`src/ccu_pkg.sv`:
```
// Package for the calendar clock unit: register map, field layout, constants.
// Assumes a 125 MHz system clock and a 32.768 kHz crystal clock input sampled as a pin.
package ccu_pkg;

    // ****************************************************************
    // Register byte addresses
    // ****************************************************************
    localparam logic [7:0] ADDR_SECOND_VALUE = 8'h00;
    localparam logic [7:0] ADDR_MINUTE_VALUE = 8'h04;
    localparam logic [7:0] ADDR_HOUR_VALUE = 8'h08;
    localparam logic [7:0] ADDR_WEEKDAY_VALUE = 8'h0C;
    localparam logic [7:0] ADDR_DAY_OF_MONTH_VALUE = 8'h10;
    localparam logic [7:0] ADDR_MONTH_VALUE = 8'h14;
    localparam logic [7:0] ADDR_YEAR_VALUE = 8'h18;
    localparam logic [7:0] ADDR_CONTROL = 8'h1C;
    localparam logic [7:0] ADDR_STATUS = 8'h20;
    localparam logic [7:0] ADDR_IRQ_STATUS = 8'h24;
    localparam logic [7:0] ADDR_IRQ_MASK = 8'h28;
    localparam logic [7:0] ADDR_CALIBRATION = 8'h2C;

    // ****************************************************************
    // Control register fields
    // ****************************************************************
    localparam int CTRL_ENABLE_BIT = 0;
    localparam int CTRL_UNLOCK_BIT = 1;
    localparam int CTRL_OUT_EN_BIT = 2;
    localparam int CTRL_OUT_SEL_BIT = 3;
    localparam logic [7:0] CTRL_RESET = 8'h01;

    // Interrupt bits: second tick, half-second tick, minute rollover, hour rollover
    localparam int IRQ_SECOND_BIT = 0;
    localparam int IRQ_HALF_BIT = 1;
    localparam int IRQ_MINUTE_BIT = 2;
    localparam int IRQ_DAY_BIT = 3;
    localparam int IRQ_WIDTH = 4;

    // ****************************************************************
    // Value register field widths and reset values
    // ****************************************************************
    localparam logic [7:0] SECOND_MASK = 8'h7F;
    localparam logic [7:0] MINUTE_MASK = 8'h7F;
    localparam logic [7:0] HOUR_MASK = 8'h3F;
    localparam logic [7:0] WEEKDAY_MASK = 8'h07;
    localparam logic [7:0] DAY_MASK = 8'h3F;
    localparam logic [7:0] MONTH_MASK = 8'h1F;
    localparam logic [7:0] DAY_RESET = 8'h01;
    localparam logic [7:0] MONTH_RESET = 8'h01;
    localparam logic [7:0] ZERO_RESET = 8'h00;

    // Crystal half period count and calibration
    localparam int XTAL_HZ = 32768;
    localparam int HALF_SECOND_TICKS = XTAL_HZ / 2;
    localparam int CAL_INTERVAL_SECONDS = 60;
    localparam int SYS_CLK_MHZ = 125;

    // AXI responses
    localparam logic [1:0] RESP_OKAY = 2'b00;
    localparam logic [1:0] RESP_SLVERR = 2'b10;

    typedef struct packed {
        logic [7:0] second;
        logic [7:0] minute;
        logic [7:0] hour;
        logic [7:0] weekday;
        logic [7:0] day;
        logic [7:0] month;
        logic [7:0] year;
    } ccu_time_t;

    typedef enum logic [1:0] {
        CCU_W_IDLE = 2'b00,
        CCU_W_RESP = 2'b01
    } ccu_wstate_t;

endpackage

```
`src/ccu_calendar_clock_unit.sv`:
```
// Calendar clock unit: BCD time and calendar, AXI4-Lite registers, interrupt.
// Assumes xtal_clk is a free 32.768 kHz level, sampled into clk_sys by two flops.
`timescale 1ns/100ps

// Behaviour
// - Hours counted 00 to 23, no AM/PM
// - Calendar spans 2000-01-01 to 2099-12-31
// - February gets 29 days in leap years
// - One second steps; half-second phase readable
// - All values held as BCD digits
// - Time base from 32.768 kHz crystal
// - Output pin: alarm pulse or seconds clock
// - Calibration corrects up to 128 crystal ticks per minute
// - Day: tens bits 5-4, ones bits 3-0
// - Weekday: bits 2-0, values 0 to 6
// - Hours: tens bits 5-4, ones bits 3-0
// - Minutes: tens bits 6-4, ones bits 3-0
// - Seconds: tens bits 6-4, ones bits 3-0
// - Day, weekday, hour writes need unlock bit
// - Unimplemented upper bits read as zero
module ccu_calendar_clock_unit #(
    parameter int HALF_TICKS = ccu_pkg::HALF_SECOND_TICKS
) (
    input wire logic clk_sys,
    input wire logic resetn,
    input wire logic xtal_clk,
    input wire logic [7:0] s_axi_awaddr,
    input wire logic s_axi_awvalid,
    output logic s_axi_awready,
    input wire logic [31:0] s_axi_wdata,
    input wire logic [3:0] s_axi_wstrb,
    input wire logic s_axi_wvalid,
    output logic s_axi_wready,
    output logic [1:0] s_axi_bresp,
    output logic s_axi_bvalid,
    input wire logic s_axi_bready,
    input wire logic [7:0] s_axi_araddr,
    input wire logic s_axi_arvalid,
    output logic s_axi_arready,
    output logic [31:0] s_axi_rdata,
    output logic [1:0] s_axi_rresp,
    output logic s_axi_rvalid,
    input wire logic s_axi_rready,
    output logic irq,
    output logic clock_out_pin
);
    import ccu_pkg::*;

    if (HALF_TICKS < 2 || HALF_TICKS > 65535) begin : g_check
        $error("HALF_TICKS out of range");
    end

    // ****************************************************************
    // Crystal synchroniser and edge detect
    // ****************************************************************
    logic xtal_meta;
    logic xtal_sync;
    logic xtal_prev;
    always_ff @(posedge clk_sys or negedge resetn) begin
        if (!resetn) begin
            xtal_meta <= 1'b0;
            xtal_sync <= 1'b0;
            xtal_prev <= 1'b0;
        end else begin
            xtal_meta <= xtal_clk;
            xtal_sync <= xtal_meta;
            xtal_prev <= xtal_sync;
        end
    end
    wire xtal_rise = xtal_sync & ~xtal_prev;

    // ****************************************************************
    // Control registers
    // ****************************************************************
    logic [7:0] control;
    logic [7:0] calibration;
    logic [IRQ_WIDTH-1:0] irq_status;
    logic [IRQ_WIDTH-1:0] irq_mask;
    logic [7:0] alarm_second;
    ccu_time_t tm;

    wire run_en = control[CTRL_ENABLE_BIT];
    wire unlock = control[CTRL_UNLOCK_BIT];

    // ****************************************************************
    // Half-second prescaler with calibration
    // ****************************************************************
    logic [15:0] prescale;
    logic half_phase;
    logic [5:0] cal_secs;
    wire signed [7:0] cal_signed = signed'(calibration);
    wire cal_slot = (cal_secs == 6'(CAL_INTERVAL_SECONDS - 1)) && half_phase;
    // Once per minute the last half period is stretched or shortened by the calibration value
    wire [15:0] half_limit = cal_slot ? 16'(HALF_TICKS - 1 - 32'(cal_signed)) : 16'(HALF_TICKS - 1);
    wire half_tick = run_en && xtal_rise && (prescale >= half_limit);
    wire sec_tick = half_tick && half_phase;

    always_ff @(posedge clk_sys or negedge resetn) begin
        if (!resetn) begin
            prescale <= 16'h0000;
            half_phase <= 1'b0;
            cal_secs <= 6'h00;
        end else if (run_en && xtal_rise) begin
            prescale <= half_tick ? 16'h0000 : prescale + 16'h0001;
            half_phase <= half_tick ? ~half_phase : half_phase;
            if (sec_tick) begin
                cal_secs <= (cal_secs == 6'(CAL_INTERVAL_SECONDS - 1)) ? 6'h00 : cal_secs + 6'h01;
            end
        end
    end

    // ****************************************************************
    // BCD counting
    // ****************************************************************
    function automatic logic [7:0] bcd_inc(input logic [7:0] v);
        bcd_inc = (v[3:0] == 4'h9) ? {v[7:4] + 4'h1, 4'h0} : {v[7:4], v[3:0] + 4'h1};
    endfunction

    // Leap year: every year divisible by four in 2000-2099, 2000 included
    wire [3:0] yr_ones = tm.year[3:0];
    wire leap = tm.year[4] ? (yr_ones == 4'h2 || yr_ones == 4'h6) : (yr_ones == 4'h0 || yr_ones == 4'h4 || yr_ones == 4'h8);
    logic [7:0] month_last;
    always_comb begin
        case (tm.month)
            8'h02: month_last = leap ? 8'h29 : 8'h28;
            8'h04, 8'h06, 8'h09, 8'h11: month_last = 8'h30;
            default: month_last = 8'h31;
        endcase
    end

    wire sec_wrap = sec_tick && (tm.second == 8'h59);
    wire min_wrap = sec_wrap && (tm.minute == 8'h59);
    wire hour_wrap = min_wrap && (tm.hour == 8'h23);
    wire day_wrap = hour_wrap && (tm.day == month_last);
    wire month_wrap = day_wrap && (tm.month == 8'h12);

    ccu_time_t next_tm;
    always_comb begin
        next_tm = tm;
        if (sec_tick) begin
            next_tm.second = sec_wrap ? 8'h00 : bcd_inc(tm.second);
        end
        if (sec_wrap) begin
            next_tm.minute = min_wrap ? 8'h00 : bcd_inc(tm.minute);
        end
        if (min_wrap) begin
            next_tm.hour = hour_wrap ? 8'h00 : bcd_inc(tm.hour);
        end
        if (hour_wrap) begin
            next_tm.weekday = (tm.weekday == 8'h06) ? 8'h00 : tm.weekday + 8'h01;
            next_tm.day = day_wrap ? 8'h01 : bcd_inc(tm.day);
        end
        if (day_wrap) begin
            next_tm.month = month_wrap ? 8'h01 : bcd_inc(tm.month);
        end
        if (month_wrap) begin
            next_tm.year = (tm.year == 8'h99) ? 8'h00 : bcd_inc(tm.year);
        end
    end

    // ****************************************************************
    // AXI4-Lite write channel
    // ****************************************************************
    logic aw_held;
    logic w_held;
    logic [7:0] aw_addr;
    logic [31:0] w_data;
    logic [3:0] w_strb;
    assign s_axi_awready = !aw_held && !s_axi_bvalid;
    assign s_axi_wready = !w_held && !s_axi_bvalid;
    wire aw_take = s_axi_awvalid && s_axi_awready;
    wire w_take = s_axi_wvalid && s_axi_wready;
    wire have_aw = aw_held || aw_take;
    wire have_w = w_held || w_take;
    wire wr_fire = have_aw && have_w && !s_axi_bvalid;
    wire [7:0] wr_addr = aw_held ? aw_addr : s_axi_awaddr;
    wire [31:0] wr_data = w_held ? w_data : s_axi_wdata;
    wire wr_lane0 = w_held ? w_strb[0] : s_axi_wstrb[0];
    wire [7:0] wb = wr_data[7:0];
    wire wr_ok = wr_fire && wr_lane0;

    wire wr_sec = wr_ok && wr_addr == ADDR_SECOND_VALUE;
    wire wr_min = wr_ok && wr_addr == ADDR_MINUTE_VALUE;
    wire wr_hour = wr_ok && wr_addr == ADDR_HOUR_VALUE && unlock;
    wire wr_weekday_value = wr_ok && wr_addr == ADDR_WEEKDAY_VALUE && unlock;
    wire wr_day = wr_ok && wr_addr == ADDR_DAY_OF_MONTH_VALUE && unlock;
    wire wr_mon = wr_ok && wr_addr == ADDR_MONTH_VALUE;
    wire wr_year = wr_ok && wr_addr == ADDR_YEAR_VALUE;
    wire wr_ctrl = wr_ok && wr_addr == ADDR_CONTROL;
    wire wr_mask = wr_ok && wr_addr == ADDR_IRQ_MASK;
    wire wr_cal = wr_ok && wr_addr == ADDR_CALIBRATION;
    wire wr_alarm = wr_ok && wr_addr == ADDR_STATUS;
    wire wr_known = (wr_addr <= ADDR_CALIBRATION) && (wr_addr[1:0] == 2'b00);

    always_ff @(posedge clk_sys or negedge resetn) begin
        if (!resetn) begin
            aw_held <= 1'b0;
            w_held <= 1'b0;
            aw_addr <= 8'h00;
            w_data <= 32'h0000_0000;
            w_strb <= 4'h0;
            s_axi_bvalid <= 1'b0;
            s_axi_bresp <= RESP_OKAY;
        end else begin
            if (aw_take && !wr_fire) begin
                aw_held <= 1'b1;
                aw_addr <= s_axi_awaddr;
            end else if (wr_fire) begin
                aw_held <= 1'b0;
            end
            if (w_take && !wr_fire) begin
                w_held <= 1'b1;
                w_data <= s_axi_wdata;
                w_strb <= s_axi_wstrb;
            end else if (wr_fire) begin
                w_held <= 1'b0;
            end
            if (wr_fire) begin
                s_axi_bvalid <= 1'b1;
                s_axi_bresp <= wr_known ? RESP_OKAY : RESP_SLVERR;
            end else if (s_axi_bready) begin
                s_axi_bvalid <= 1'b0;
            end
        end
    end

    // ****************************************************************
    // Time, control and interrupt registers
    // ****************************************************************
    always_ff @(posedge clk_sys or negedge resetn) begin
        if (!resetn) begin
            tm <= '{ZERO_RESET, ZERO_RESET, ZERO_RESET, ZERO_RESET, DAY_RESET, MONTH_RESET, ZERO_RESET};
            control <= CTRL_RESET;
            calibration <= 8'h00;
            irq_mask <= '0;
            alarm_second <= 8'h00;
        end else begin
            tm <= next_tm;
            // Software writes win over a tick in the same cycle
            if (wr_sec) tm.second <= wb & SECOND_MASK;
            if (wr_min) tm.minute <= wb & MINUTE_MASK;
            if (wr_hour) tm.hour <= wb & HOUR_MASK;
            if (wr_weekday_value) tm.weekday <= wb & WEEKDAY_MASK;
            if (wr_day) tm.day <= wb & DAY_MASK;
            if (wr_mon) tm.month <= wb & MONTH_MASK;
            if (wr_year) tm.year <= wb;
            if (wr_ctrl) control <= wb & 8'h0F;
            if (wr_cal) calibration <= wb;
            if (wr_mask) irq_mask <= wb[IRQ_WIDTH-1:0];
            if (wr_alarm) alarm_second <= wb & SECOND_MASK;
        end
    end

    // ****************************************************************
    // AXI4-Lite read channel
    // ****************************************************************
    wire rd_take = s_axi_arvalid && s_axi_arready;
    assign s_axi_arready = !s_axi_rvalid;
    wire rd_irq_status = rd_take && s_axi_araddr == ADDR_IRQ_STATUS;
    logic [7:0] rd_byte;
    logic rd_known;
    always_comb begin
        rd_known = 1'b1;
        case (s_axi_araddr)
            ADDR_SECOND_VALUE: rd_byte = tm.second & SECOND_MASK;
            ADDR_MINUTE_VALUE: rd_byte = tm.minute & MINUTE_MASK;
            ADDR_HOUR_VALUE: rd_byte = tm.hour & HOUR_MASK;
            ADDR_WEEKDAY_VALUE: rd_byte = tm.weekday & WEEKDAY_MASK;
            ADDR_DAY_OF_MONTH_VALUE: rd_byte = tm.day & DAY_MASK;
            ADDR_MONTH_VALUE: rd_byte = tm.month & MONTH_MASK;
            ADDR_YEAR_VALUE: rd_byte = tm.year;
            ADDR_CONTROL: rd_byte = control;
            ADDR_STATUS: rd_byte = {alarm_second[6:0], half_phase};
            ADDR_IRQ_STATUS: rd_byte = {4'h0, irq_status};
            ADDR_IRQ_MASK: rd_byte = {4'h0, irq_mask};
            ADDR_CALIBRATION: rd_byte = calibration;
            default: begin
                rd_byte = 8'h00;
                rd_known = 1'b0;
            end
        endcase
    end

    always_ff @(posedge clk_sys or negedge resetn) begin
        if (!resetn) begin
            s_axi_rvalid <= 1'b0;
            s_axi_rdata <= 32'h0000_0000;
            s_axi_rresp <= RESP_OKAY;
        end else if (rd_take) begin
            s_axi_rvalid <= 1'b1;
            s_axi_rdata <= {24'h00_0000, rd_byte};
            s_axi_rresp <= rd_known ? RESP_OKAY : RESP_SLVERR;
        end else if (s_axi_rready) begin
            s_axi_rvalid <= 1'b0;
        end
    end

    // ****************************************************************
    // Interrupts: sticky, cleared by read, set wins over clear
    // ****************************************************************
    wire [IRQ_WIDTH-1:0] irq_event = {hour_wrap, min_wrap, half_tick, sec_tick};
    always_ff @(posedge clk_sys or negedge resetn) begin
        if (!resetn) begin
            irq_status <= '0;
            irq <= 1'b0;
        end else begin
            irq_status <= (rd_irq_status ? '0 : irq_status) | irq_event;
            irq <= |(irq_status & irq_mask);
        end
    end

    // ****************************************************************
    // Output pin: alarm pulse or seconds clock
    // ****************************************************************
    wire alarm_hit = sec_tick && (next_tm.second == alarm_second);
    always_ff @(posedge clk_sys or negedge resetn) begin
        if (!resetn) begin
            clock_out_pin <= 1'b0;
        end else if (!control[CTRL_OUT_EN_BIT]) begin
            clock_out_pin <= 1'b0;
        end else if (control[CTRL_OUT_SEL_BIT]) begin
            clock_out_pin <= half_phase;
        end else begin
            clock_out_pin <= alarm_hit;
        end
    end

endmodule

```
`config.mk`:
```
export PLATFORM = sky130hd
export DESIGN_NAME = ccu_calendar_clock_unit
export DESIGN_NICKNAME = d
export VERILOG_FILES = /design/src/ccu_pkg.sv /design/src/ccu_calendar_clock_unit.sv
export SDC_FILE = /design/constraint.sdc
export NUM_CORES = 1
export LEC_CHECK = 0
export BUFFER_PORTS_ARGS = -buffer_cell sky130_fd_sc_hd__buf_2
export CAP_MARGIN = 20
export CORE_UTILIZATION = 30
export CTS_BUF_LIST = sky130_fd_sc_hd__clkbuf_4 sky130_fd_sc_hd__clkbuf_8 sky130_fd_sc_hd__clkbuf_16
export DETAILED_ROUTE_END_ITERATION = 12
export GPL_TIMING_DRIVEN = 0
export HOLD_SLACK_MARGIN = 0.08
export PLACE_DENSITY = 0.53
export SYNTH_ARGS = -nofsm -noshare
export SYNTH_HDL_FRONTEND = slang
export SYNTH_SLANG_ARGS = --single-unit
```
`constraint.sdc`:
```
create_clock -name clk_sys -period 4.62 [get_ports clk_sys]
set_clock_uncertainty 0.15 [all_clocks]
set_input_delay 0.462 -clock clk_sys [delete_from_list [all_inputs] [get_ports clk_sys]]
set_output_delay 0.462 -clock clk_sys [all_outputs]
set_load 0.02 [all_outputs]
```
==> impl_results.md <==
- PD cells: just under 400 nW/um^2
- Post-synth EDFFs: 0
- Max-slew violation count: 0
- Core area: between 20000 and 30000 um^2
- Initial antenna violation count: 0
- CP Capture Type: flop
- CP bufs+invs: 1
- Critical Path Start Type: flop
- Diodes inserted: 0
- Compound-cell area share of the yosys netlist: 20.1%
- Fin util: 36.4%
- Routed wire length: 28.3 mm
- Global-route wire length before repair: 45.0 mm
- Seq/Total Area, Yosys: 39.6%
- #FFs+latches synth: 142
- Die X: 175 um
- Type of the setup path with the least slack: flop to flop
- Num rows: 62
- IR drop worst, VDD: 0.243 mV
- Register-to-register setup slack: 420 ps
- Cell taking the most area after synthesis: dfrtp_1
- Crit-path slowest cell: or3b_2
- Adder-cell share of the synthesized area: 4.46%
- Crit-path cells: ha_1 -> nand4_2 -> nor3_4 -> nand2_1 -> ha_1 -> or3b_2 -> o2111ai_1 -> a31oi_1 -> o211a_1 -> o21ai_2 -> clkbuf_1 -> a41oi_1 -> o21ai_0
- Maximum fanout along the worst path: 10
- Final Hold Vio Count: 0
- Peak Freq: 238 MHz
- Synth top area cells: dfrtp_1 39%, ha_1 4.5%, nor2_1 4.4%, mux2_2 4.3%, nand2_1 3.9%
- GRT overflow: 0
- Synth Flop Type: dfrtp_1
- Worst hold slack: 119 ps
- RSZ-0062 raised after global routing: false
- Die height: 175 um
- Top-area cell type share of the netlist area: 38.8%
- Root buffer cell: clkbuf_16
- Ys Warns: 0
- Critical path's top delay family: compound AO/OA/AOI/OAI gates
- Min Tclk post-route: 4200 ps
- Worst-Skew Late Latency: 440 ps
- Proportion of layout cells with a drive suffix above 1: ~17%
- RePlAce Congestion: 0.867
- Final nets: roughly 1200
- Run status: finished clean
- Mean Syn Cell Area: 9.09 um^2
- Final cell count without fillers: 1484
- Wire length per cell: 19.1 um
- Initial Util: 30.9%
- Leakage: 4.63 nW
- Largest family of logic cells by synthesized area: simple AND/OR/NAND/NOR gates
- Setup violators final: 0
- Largest stage delay, worst path: about 460 ps
- Initial DRC Count: 706
- Final Total Pwr: a little over 4 mW
- Vias post-DR: 7953
- Placed insts: ~1400
- CP Data Arrival Time: 4390 ps
- Area growth from synthesis to layout: 17.9%
- Crit path required time: 4810 ps
- CTS tree: yes
- Vias in the first global route: ~7600
- CTS sink cnt: 142
- Hold crit path type: primary input to flop
- Post-Syn Instances: 988
- Post-synth ARST share: 100%
- IO Pins: 103
- Max Cap Violations: 0
- Most frequent CP cell: ha_1
- Reg area: 3560 um^2
- Multi-input gate area: 5050 um^2
- Slew HR: a little under a quarter
- Antenna-violating nets left: 0
- Die area: 30600 um^2
- DR DRC count: 0
- PortBufs: 48
- Synth Cell Area: 8980 um^2
- DP HPWL: between 20 and 25 mm
- Post-synth cell types: around 80
- Vias per cell: about 5.4
- Clk slew on worst S/H paths: 60 ps
- Final Cycle Share: 91.0%
- Tot GR Track Use: 19.1%
- Htree depth: 4
- Post-Synth Simple-Gate Area: 22.1%
- Worst Max-Slew Pin Slew: 1140 ps
- Drt pass-1 iters: 8
- Max Buffers Root-to-Sink: 2
- Mux contribution to synthesized area: 5.80%
- Largest net degree at the start of global routing: 77
- Inserted Clock Buffers: 17
- Synth Area in XOR/XNOR: 2.44%
- Number of fill cells in the layout: 2973
- Post-CTS Setup Inserts: 0
## Yosys cell counts, types with 9 or more instances
| library cell | count |
|---|---|
| ha_1 | 32 |
| nand3b_1 | 13 |
| xnor2_1 | 9 |
| xor2_1 | 16 |
| o21ai_0 | 62 |
| a21oi_1 | 35 |
| nand2_1 | 94 |
| dfrtp_1 | 139 |
| clkbuf_1 | 24 |
| o211ai_1 | 18 |
| inv_1 | 35 |
| nand3_1 | 33 |
| buf_4 | 26 |
| o2111ai_1 | 9 |
| mux2_2 | 34 |
| a31oi_1 | 34 |
| mux2i_1 | 10 |
| and2_1 | 13 |
| or3_1 | 13 |
| nor2_1 | 106 |
| nor3_1 | 20 |
| and3_1 | 15 |
| nor2b_1 | 10 |
| nand4_1 | 13 |
| a22oi_1 | 10 |
## state kept, by name, summed over array words and instances, names as in the netlist, 4 cells and up
signal / cells
alarm_second: 7
aw_addr: 8
cal_secs: 6
cal_signed: 8
control: 4
irq_mask: 4
irq_status: 4
prescale: 16
s_axi_rdata: 8
tm: 56
w_data: 8
## logic make-up after synthesis
logic type | count (synthesis)
AO/OA/AOI/OAI | 259
XOR/XNOR | 25
adder cells (fa/ha/maj) | 32
buffers and inverters | 97
flip-flops | 142
multiplexers | 47
other | 1
AND/OR/NAND/NOR | 385
## metal layers
layer / share of wire (%) / track usage [%] / wire length, um
met2: 44 / 28.9 / 12600
met1: 48 / 27.5 / 13500
met4: 1.9 / 5.62 / 548
met3: 5.9 / 3.57 / 1660
met5: 0 / 0 / 0
## power breakdown
| part | switching [mW] | internal (mW) |
|---|---|---|
| combinational | 0.524 | 0.335 |
| sequential | 0.164 | 1.40 |
| clock | 0.617 | 1.02 |
## cell usage in the layout, fill, tap and decap left out, types with 16 or more instances in the layout
| master | count |
|---|---|
| clkbuf_1 | 22 |
| a31oi_1 | 34 |
| nor2_1 | 106 |
| nand2_1 | 94 |
| buf_2 | 54 |
| dfrtp_1 | 139 |
| xor2_1 | 16 |
| inv_1 | 35 |
| nand3_1 | 33 |
| clkbuf_16 | 17 |
| o211ai_1 | 18 |
| buf_4 | 27 |
| conb_1 | 26 |
| nor3_1 | 19 |
| o21ai_0 | 62 |
| a21oi_1 | 35 |
| mux2_2 | 34 |
| ha_1 | 32 |
## timing repair
item                                    CTS  global route
gates resized for setup                   1             3
endpoints found under the hold margin    77             0
hold buffers                              4             0
endpoints found under the setup margin   25            27
## through the flow
step / instance area [um^2] / TNS (ps) / setup slack [ps]
after floorplan: 9070 / 0 / 872
after global placement: 9790 / -1730 / -197
after detailed placement: 9850 / -1510 / -183
after CTS: 10600 / 0 / 119
after global routing: 10600 / 0 / 7.88
final: 10600 / 0 / 418
## cell type report
type | instances | area share, %
flip-flops and latches | 142 | 33.6
clock buffers | 17 | 4.02
plain buffers | 60 | 3.29
clock inverters | 15 | 2.40
inverters | 36 | 1.28
well taps | 384 | 4.54
repair buffers | 56 | 3.21
multi-input cells | 774 | 47.7
## worst paths after layout
check | startpoint | to | cells past startpoint
setup / recovery | cal_secs[0] | tm[46] | 13
hold reg to reg | xtal_meta | xtal_sync | 0
hold / removal | s_axi_wdata[3] | w_data[3] | 2
setup reg to reg | cal_secs[0] | tm[46] | 13
max in group asynchronous | resetn | control[0] | 3
min in group asynchronous | resetn | s_axi_bresp[1] | 2
No activity file was read; power rests on OpenSTA's default activity.
